File: src/hdl/sasb_pkg.sv
// Overview of operation
// - Divider realignment to SYSREF sets sync status bit 3 until software writes one.
// - Sync status bit 2 shows live divider match; read-only, writes never clear it.
// - Any oscillator sync event sets sync status bit 1; write one clears it.
// - SYSREF detection sets bit 0; write one clears and re-arms detection.
// - Link-up falling while link enabled sets alarm bit 7; write one clears.
// - Link down beyond programmed limit while enabled sets alarm bit 6.
// - CRC fault on enabled lane in 64b/66b mode sets alarm bit 5.
// - Any chip reset, pin, power-on or soft, sets alarm bit 1.
// - Misaligned SYSREF from dividers, or link when enabled, sets alarm bit 0.
// - Alarm bits 4 to 2 are reserved, read-only zero, never set.
// - A set mask bit keeps its alarm off the alarm output.
// - Alarm mask register at 0431h resets to 00h.
// - Mute mask register at 0432h resets to 21h.
// - Alarm status at 0430h; every alarm sticky until written one.
// - SYSREF misalignment alarm mutes converters unless mute mask bit 0 set.
// - CRC alarms mute converters per recovery setting unless mute mask bit 5 set.
package sasb_pkg;
	// Serial frame: read flag, 15 address bits, 8 data bits
	localparam int          FRAME_BITS = 24;
	localparam int          ADDR_BITS  = 15;
	localparam logic [4:0]  CNT_ADDR   = 5'h10;
	localparam logic [4:0]  CNT_LAST   = 5'h17;
	localparam logic [4:0]  CNT_DONE   = 5'h18;

	// Register offsets
	localparam logic [14:0] ADDR_SYNC  = 15'h0410;
	localparam logic [14:0] ADDR_ALARM = 15'h0430;
	localparam logic [14:0] ADDR_MASK  = 15'h0431;
	localparam logic [14:0] ADDR_MUTE  = 15'h0432;

	// Sync status fields
	localparam int SYNC_REALIGN = 3;
	localparam int SYNC_MATCH   = 2;
	localparam int SYNC_OSC     = 1;
	localparam int SYNC_SYSREF  = 0;
	localparam logic [7:0] SYNC_W1C   = 8'h0B;
	localparam logic [7:0] SYNC_SPARE = 8'hF0;

	// Alarm fields, shared by status, mask and mute mask
	localparam int ALM_LINK_LOSS = 7;
	localparam int ALM_TIMEOUT   = 6;
	localparam int ALM_CRC       = 5;
	localparam int ALM_RESET     = 1;
	localparam int ALM_MISALIGN  = 0;
	localparam logic [7:0] ALARM_W1C = 8'hE3;

	// Reset values
	localparam logic [7:0] SYNC_RST  = 8'h00;
	localparam logic [7:0] ALARM_RST = 8'h02;
	localparam logic [7:0] MASK_RST  = 8'h00;
	localparam logic [7:0] MUTE_RST  = 8'h21;

	// Link-down timer runs in microsecond ticks
	localparam int         CLK_PERIOD_NS = 8;
	localparam int         TICK_NS       = 1000;
	localparam int         TICK_CYC_INT  = TICK_NS / CLK_PERIOD_NS;
	localparam logic [7:0] TICK_CYC      = 8'(TICK_CYC_INT);
endpackage

File: src/hdl/sasb_flag_if.sv
`timescale 1ns/1ps
`default_nettype none
// Carries set and clear strobes to a sticky flag bank and its contents back
interface sasb_flag_if;
	logic [7:0] set_evt;
	logic [7:0] clr;
	logic [7:0] flags;
	modport bank (input set_evt, input clr, output flags);
	modport user (output set_evt, output clr, input flags);
endinterface
`default_nettype wire

File: src/hdl/sasb_link_timer.sv
`timescale 1ns/1ps
`default_nettype none
// Measures link-down time in microsecond ticks and fires once past the limit
module sasb_link_timer
	import sasb_pkg::*;
(
	input wire logic        clk,
	input wire logic        rst,
	input wire logic        link_up,
	input wire logic        serial_link_enable,
	input wire logic [15:0] link_down_time_limit,
	output logic            expire
);
	logic [7:0]  div_cnt;
	logic [15:0] down_ticks;
	logic        fired;
	wire         tick    = (div_cnt == TICK_CYC - 8'h01);
	wire         counting = serial_link_enable & ~link_up;
	// Gated by counting so a zero limit cannot fire while the link is up
	wire         over    = tick & counting & (down_ticks == link_down_time_limit) & ~fired;

	// Divider gives one tick enable per microsecond
	always_ff @(posedge clk or posedge rst) begin
		if (rst) begin
			div_cnt <= 8'h00;
		end else begin
			div_cnt <= tick ? 8'h00 : div_cnt + 8'h01;
		end
	end

	// Count resets whenever the link comes up or is disabled
	always_ff @(posedge clk or posedge rst) begin
		if (rst) begin
			down_ticks <= 16'h0000;
			fired      <= 1'b0;
			expire     <= 1'b0;
		end else begin
			expire <= over;
			if (!counting) begin
				down_ticks <= 16'h0000;
				fired      <= 1'b0;
			end else begin
				if (over) begin
					fired <= 1'b1;
				end
				if (tick && down_ticks != 16'hFFFF) begin
					down_ticks <= down_ticks + 16'h0001;
				end
			end
		end
	end
endmodule
`default_nettype wire

File: src/hdl/sasb_sticky.sv
`timescale 1ns/1ps
`default_nettype none
// Byte of sticky flags, set by hardware and cleared by write-one strobes
module sasb_sticky #(
	parameter logic [7:0] RST_VAL = 8'h00
) (
	input wire logic    clk,
	input wire logic    rst,
	sasb_flag_if.bank   fl
);
	// Set is ORed after the clear so a coincident event survives
	always_ff @(posedge clk or posedge rst) begin
		if (rst) begin
			fl.flags <= RST_VAL;
		end else begin
			fl.flags <= (fl.flags & ~fl.clr) | fl.set_evt;
		end
	end
endmodule
`default_nettype wire

File: src/hdl/sasb_top.sv
`timescale 1ns/1ps
`default_nettype none
// Sync status, system alarm, alarm mask and mute mask behind the serial control port
module sasb_top
	import sasb_pkg::*;
(
	input wire logic        clk,
	input wire logic        rst,
	input wire logic        spi_sclk,
	input wire logic        spi_sen_n,
	input wire logic        spi_sdi,
	output logic            spi_sdo,
	output logic            spi_sdo_oe_n,
	input wire logic        soft_reset,
	input wire logic        sysref_detect,
	input wire logic        divider_realign,
	input wire logic        divider_match,
	input wire logic        osc_sync_event,
	input wire logic        serial_link_enable,
	input wire logic        link_up,
	input wire logic [15:0] link_down_time_limit,
	input wire logic        crc_mode_64b66b,
	input wire logic [15:0] lane_enable,
	input wire logic [15:0] lane_crc_fault,
	input wire logic        sysref_misalign_div,
	input wire logic        sysref_misalign_link,
	input wire logic        crc_mute_recovery,
	output logic            alarm_out,
	output logic            converter_mute
);
	// Serial port state
	logic        sclk_q;
	logic [4:0]  bit_cnt;
	logic [22:0] shift_in;
	logic [7:0]  shift_out;
	logic        read_frame;

	// Software-owned registers, link-up history and timer expiry
	logic [7:0]  alarm_mask;
	logic [7:0]  mute_mask;
	logic [3:0]  sync_spare;
	logic        link_up_q;
	logic        timer_expire;

	sasb_flag_if sync_fl ();
	sasb_flag_if alarm_fl ();

	// Edge detection of the serial clock, only inside a frame
	wire sclk_rise = spi_sclk & ~sclk_q & ~spi_sen_n;
	wire sclk_fall = ~spi_sclk & sclk_q & ~spi_sen_n;

	// Fields of the frame as seen at the final rising edge; rd_addr as seen after the sixteenth rising edge
	wire         frame_rd = shift_in[22];
	wire [14:0]  wr_addr  = shift_in[21:7];
	wire [7:0]   wr_data  = {shift_in[6:0], spi_sdi};
	wire [14:0]  rd_addr  = shift_in[14:0];
	wire         wr_stb   = sclk_rise & (bit_cnt == CNT_LAST) & ~frame_rd;

	// Write decode
	wire wr_sync  = wr_stb & (wr_addr == ADDR_SYNC);
	wire wr_alarm = wr_stb & (wr_addr == ADDR_ALARM);
	wire wr_mask  = wr_stb & (wr_addr == ADDR_MASK);
	wire wr_mute  = wr_stb & (wr_addr == ADDR_MUTE);

	// Readable views of the two status bytes
	wire [7:0] sync_view  = {sync_spare, sync_fl.flags[SYNC_REALIGN], divider_match,
		sync_fl.flags[SYNC_OSC], sync_fl.flags[SYNC_SYSREF]};
	wire [7:0] alarm_view = alarm_fl.flags & ALARM_W1C;

	// Read mux; unmapped addresses read as zero
	function automatic logic [7:0] read_reg(input logic [14:0] a, input logic [7:0] s,
		input logic [7:0] al, input logic [7:0] mk, input logic [7:0] mu);
		logic [7:0] r;
		r = 8'h00;
		case (a)
			ADDR_SYNC:  r = s;
			ADDR_ALARM: r = al;
			ADDR_MASK:  r = mk;
			ADDR_MUTE:  r = mu;
			default:    r = 8'h00;
		endcase
		return r;
	endfunction

	wire [7:0] rd_data = read_reg(rd_addr, sync_view, alarm_view, alarm_mask, mute_mask);

	// Frame bit counter and input shifter; a raised enable aborts the frame
	always_ff @(posedge clk or posedge rst) begin
		if (rst) begin
			sclk_q   <= 1'b0;
			bit_cnt  <= 5'h00;
			shift_in <= 23'h000000;
		end else begin
			sclk_q <= spi_sclk;
			if (spi_sen_n) begin
				bit_cnt <= 5'h00;
			end else if (sclk_rise && bit_cnt != CNT_DONE) begin
				bit_cnt  <= bit_cnt + 5'h01;
				shift_in <= {shift_in[21:0], spi_sdi};
			end
		end
	end

	// Read data is fetched after the address and driven on falling edges
	always_ff @(posedge clk or posedge rst) begin
		if (rst) begin
			shift_out  <= 8'h00;
			read_frame <= 1'b0;
		end else if (spi_sen_n) begin
			read_frame <= 1'b0;
		end else if (sclk_fall && bit_cnt == CNT_ADDR) begin
			shift_out  <= rd_data;
			read_frame <= shift_in[15];
		end else if (sclk_fall && bit_cnt > CNT_ADDR) begin
			shift_out <= {shift_out[6:0], 1'b0};
		end
	end

	// The data pin is driven only during the data phase of a read
	assign spi_sdo      = shift_out[7];
	assign spi_sdo_oe_n = ~(read_frame & ~spi_sen_n);

	// Plain read/write registers; soft reset returns them to defaults
	always_ff @(posedge clk or posedge rst) begin
		if (rst) begin
			alarm_mask <= MASK_RST;
			mute_mask  <= MUTE_RST;
			sync_spare <= SYNC_RST[7:4];
		end else if (soft_reset) begin
			alarm_mask <= MASK_RST;
			mute_mask  <= MUTE_RST;
			sync_spare <= SYNC_RST[7:4];
		end else begin
			if (wr_mask) begin
				alarm_mask <= wr_data;
			end
			if (wr_mute) begin
				mute_mask <= wr_data;
			end
			if (wr_sync) begin
				sync_spare <= wr_data[7:4];
			end
		end
	end

	// Sync status events; only ones in the written byte clear
	assign sync_fl.set_evt = {4'h0, divider_realign, 1'b0, osc_sync_event, sysref_detect};
	assign sync_fl.clr     = (wr_sync ? (wr_data & SYNC_W1C) : 8'h00)
		| (soft_reset ? 8'hFF : 8'h00);

	sasb_sticky #(
		.RST_VAL (SYNC_RST)
	) u_sync (
		.clk (clk),
		.rst (rst),
		.fl  (sync_fl)
	);

	// Previous link state for the falling edge of link-up
	always_ff @(posedge clk or posedge rst) begin
		if (rst) begin
			link_up_q <= 1'b0;
		end else begin
			link_up_q <= link_up;
		end
	end

	sasb_link_timer u_timer (
		.clk                  (clk),
		.rst                  (rst),
		.link_up              (link_up),
		.serial_link_enable   (serial_link_enable),
		.link_down_time_limit (link_down_time_limit),
		.expire               (timer_expire)
	);

	// Alarm events
	wire ev_link_loss = link_up_q & ~link_up & serial_link_enable;
	wire ev_crc       = crc_mode_64b66b & |(lane_enable & lane_crc_fault);
	wire ev_misalign  = sysref_misalign_div | (serial_link_enable & sysref_misalign_link);

	// Pin and power-on reset load the reset alarm through the reset value
	assign alarm_fl.set_evt = {ev_link_loss, timer_expire, ev_crc, 3'b000,
		soft_reset, ev_misalign};
	assign alarm_fl.clr     = (wr_alarm ? (wr_data & ALARM_W1C) : 8'h00)
		| (soft_reset ? 8'hFF : 8'h00);

	sasb_sticky #(
		.RST_VAL (ALARM_RST)
	) u_alarm (
		.clk (clk),
		.rst (rst),
		.fl  (alarm_fl)
	);

	// Mute sources: misalignment alarm, and CRC either latched or live per recovery
	wire crc_mute_src = crc_mute_recovery ? ev_crc : alarm_view[ALM_CRC];
	wire next_mute    = (alarm_view[ALM_MISALIGN] & ~mute_mask[ALM_MISALIGN])
		| (crc_mute_src & ~mute_mask[ALM_CRC]);
	wire next_alarm   = |(alarm_view & ~alarm_mask & ALARM_W1C);

	// Outputs registered so they never glitch while the status byte updates
	always_ff @(posedge clk or posedge rst) begin
		if (rst) begin
			alarm_out      <= 1'b0;
			converter_mute <= 1'b0;
		end else begin
			alarm_out      <= next_alarm;
			converter_mute <= next_mute;
		end
	end
endmodule
`default_nettype wire
File: config.mk
export PLATFORM = sky130hd
export DESIGN_NAME = sasb_top
export DESIGN_NICKNAME = d
export VERILOG_FILES = /design/src/hdl/sasb_pkg.sv /design/src/hdl/sasb_flag_if.sv /design/src/hdl/sasb_link_timer.sv /design/src/hdl/sasb_sticky.sv /design/src/hdl/sasb_top.sv
export SDC_FILE = /design/constraint.sdc
export NUM_CORES = 1
export LEC_CHECK = 0
export ABC_AREA = 1
export BUFFER_PORTS_ARGS = -buffer_cell sky130_fd_sc_hd__buf_2
export CAP_MARGIN = 20
export CORE_MARGIN = 2
export CORE_UTILIZATION = 40
export CTS_BUF_LIST = sky130_fd_sc_hd__clkbuf_4
export DETAILED_ROUTE_END_ITERATION = 8
export HOLD_SLACK_MARGIN = 0.12
export PLACE_DENSITY = 0.6
export REMOVE_ABC_BUFFERS = 1
export SLEW_MARGIN = 10
export SYNTH_ARGS = -nofsm -noshare
export SYNTH_HDL_FRONTEND = slang
export SYNTH_SLANG_ARGS = --single-unit
export TNS_END_PERCENT = 5
File: constraint.sdc
create_clock -name clk -period 7.1 [get_ports clk]
set_input_delay 0.355 -clock clk [delete_from_list [all_inputs] [get_ports clk]]
set_output_delay 0.355 -clock clk [all_outputs]
set_load 0.005 [all_outputs]
==> results.toml <==
[floorplanning]
die_w_um = 118
die-height_um = 118
core_area_um2 = 12700
ios = 68
die_area_um2 = 13900
rows = 41
floorplan.initialDensity_pct = 41.0

[placement]
gp_congestion = 0.889
hpwlAfterDp_um = 8870
dpl.cell_count = 912
io_buffers = 67
place_area_um2 = 5660

[timing]
grt_setup_unrepaired = "no"
maxSlewHeadroom_pct = 42.6
finalSetupViolCount = 0
period_minus_slack_ns = 2.06
slew_violations = 0
worst_slew_pin_slew_ns = 0.860
finalHoldViolCount = 0
setup_tns_ns = 0
fin_skew_ns = 0.0253
fmax_mhz = 486
period_share_pct = 29.0

[detailed_routing]
drt_wl_total_um = 12100
drtIter0Drc = 321
drtPass1Iterations = 8
vias_per_cell = 4.89
wl_per_cell_um = 12.9
drt.antenna.violating_nets = 0
vias = 4578
route.detailed.drc = 0

[yosys]
ys.warnings.count = 0
synth_top_area_share_pct = 44.3
synthTopCellsByArea = "dfrtp_1 (44%), nand2_1 (12%), nand3_1 (7.9%), inv_1 (6.6%), o21ai_0 (5.4%)"
postSynthAreaPerCell_um2 = 7.53
ys.flop_type = "dfrtp_1"
syn-cell-area_um2 = 5190
synth_edf_count = 0
synth_top_cell_by_area = "dfrtp_1"
yosysSeqAreaShare_pct = 45.8
netlist_instances = 690
ys_seq_elements = 95
ys_async_sr_fraction_pct = 100
synth.distinct_cells = 40

[clock_tree]
htree_levels = 3
cts.sinks = 95
cts_root_buf = "clkbuf_4"
clkLatencyLatePin_ns = 0.47
path_clk_slew_ns = 0.14
cts_tree = "yes"
cts_hold_buf = 9
cts_resized = 0
cts_made_buffers = 9
post_cts_buffers = 0
clock_path_buffers = 2

[cells_and_area]
drive_gt1_share_pct = 14.4
area_growth_pct = 13.8
fillers = 1310
diodes = 0
regArea_um2 = 2380
nets = 830
fin_cells = 937
fin_area_um2 = 5910
multi_input_area_um2 = 2360

[critical_path]
cp-start-kind = "input pin"
cp_max_fo = 12
reg2reg_depth = 9
r2r_end = "mute_mask[0]$_DFFE_PP1P_"
worstPathRequired_ns = 7.50
end_kind = "flip-flop"
worst-endpoint-arrival_ns = 2.46
r2r_slack_ns = 5.04
reg2reg_from = "bit_cnt[0]$_DFFE_PP0P_"
crit_type = "in2reg"

[outcome]
status = "finished clean"

[min_path]
hold_class = "in2reg"
min_path_cells = 3
min_to = "mute_mask[0]$_DFFE_PP1P_"
min_from = "spi_sdi"

[job]
maxCapViolCount = 0

[grt]
grt_remaining_overflow = 0
grt_start_max_net_pins = 68
grt_use_total_pct = 18.5
grt_pass1_vias = 4451
grt_pass1_wl_um = 21000
antenna_found_initial = 0

[power]
p_sw_share_pct = 27.6
seqPwrFrac_pct = 56.4
irDropWorstVdd_mv = 0.105
power.density_nw_per_um2 = 178
p_int_uw = 759
combPwrFrac_pct = 12.8
pwr-share-clk_pct = 30.7
p_sw_uw = 290
power_leakage_uw = 0.00282
-- how the worst max path moves through the flow --
stage / end / slack [ns] / start / cells past startpoint
2_1_floorplan: alarm_mask[0]$_DFFE_PP0P_ / 4.27 / rst / 1
3_3_place_gp: shift_out[7]$_DFFE_PP0P_ / 4.95 / shift_in[13]$_DFFE_PP0P_ / 9
3_5_place_dp: shift_out[3]$_DFFE_PP0P_ / 4.85 / shift_in[13]$_DFFE_PP0P_ / 9
4_1_cts: shift_out[3]$_DFFE_PP0P_ / 4.82 / shift_in[13]$_DFFE_PP0P_ / 9
5_1_grt: mute_mask[0]$_DFFE_PP1P_ / 4.67 / bit_cnt[0]$_DFFE_PP0P_ / 9
6_report: mute_mask[0]$_DFFE_PP1P_ / 5.04 / spi_sen_n / 9
-- flip-flops by register name, summed over array words and instances, names as in the netlist, 3 cells and up --
| register | count |
|---|---|
| shift_out | 8 |
| bit_cnt | 5 |
| u_timer.div_cnt | 8 |
| u_alarm.fl.flags | 5 |
| sync_spare | 4 |
| alarm_mask | 8 |
| shift_in | 23 |
| u_sync.fl.flags | 3 |
| u_timer.down_ticks | 16 |
| mute_mask | 8 |
-- metrics by stage --
| step | setup WS, ns | hold slack (ns) | total power [µW] | utilization, % |
|---|---|---|---|---|
| 2_1_floorplan | 4.27 | 0.386 | 681 | - |
| 3_3_place_gp | 4.95 | 0.365 | 731 | 44.7 |
| 3_5_place_dp | 4.85 | 0.365 | 734 | 44.7 |
| 4_1_cts | 4.82 | 0.173 | 1060 | 46.5 |
| 5_1_grt | 4.67 | 0.183 | 1110 | 46.6 |
| 6_report | 5.04 | 0.215 | 1050 | 46.6 |
-- critical path, stage by stage --
cell and delay [ns]:
dlygate4sd3_1 0.52, buf_2 0.15, nor3_4 0.27, nand4_1 0.15, nor2_2 0.18, nand2_1 0.32, nand2_1 0.27, o21ai_0 0.13
o21ai_0 0.09
-- power by group through the flow --
stage	sequential (µW)	clock [µW]	combinational (µW)
after global routing	596	356	159
after floorplan	596	0	84.8
final	592	322	135
after detailed placement	602	0	132
after global placement	601	0	129
after CTS	592	335	136
-- placed cells by master (no fill, tap or decap), drive strengths merged, types with 4 or more instances in the layout --
| master | count |
|---|---|
| nand2 | 166 |
| dfrtp | 92 |
| inv | 91 |
| nand3 | 83 |
| nor2 | 81 |
| buf | 70 |
| o21ai | 57 |
| a21oi | 26 |
| nor3 | 20 |
| nand4 | 12 |
| clkbuf | 10 |
| dlygate4sd3 | 9 |
| xor2 | 8 |
| ha | 5 |
| o22ai | 4 |
| xnor2 | 4 |
| nor3b | 4 |
-- cells by family after synthesis --
family,synth area share (%)
multiplexers,0.217
adder cells (fa/ha/maj),1.20
AO/OA/AOI/OAI,10.4
XOR/XNOR,2.02
AND/OR/NAND/NOR,31.6
flip-flops,45.8
buffers and inverters,8.65
-- synthesized netlist by cell type, drive strengths merged, types with 3 or more instances --
cell and instances:
o21ai 57, a21oi 26, nand4 12, o22ai 4
nor3 20, o21bai 3, dfstp 3, o31ai 3
nor3b 4, nor2 81, xnor2 4, dfrtp 92
nand2 166, inv 91, xor2 8, ha 5
nand3 83, buf 11, clkbuf 8
-- final cells by class --
class	instances	area share, %
clock buffers	10	1.27
clock inverters	5	1.27
inverters	92	5.89
multi-input cells	484	40.0
flip-flops and latches	95	40.3
well taps	172	3.64
repair buffers	79	7.64
-- layer usage --
layer / vias to the layer above / global-route usage, % / part of all wire [%] / wire length (µm)
met5: - / 0 / 0 / 0
met3: 21 / 4.12 / 3.5 / 428
met4: 0 / 5.80 / 1.8 / 223
li1: 2363 / - / - / -
met2: 88 / 30.7 / 47 / 5730
met1: 2106 / 24.2 / 47 / 5730
Note: power is estimated with default switching activity, not from simulation.
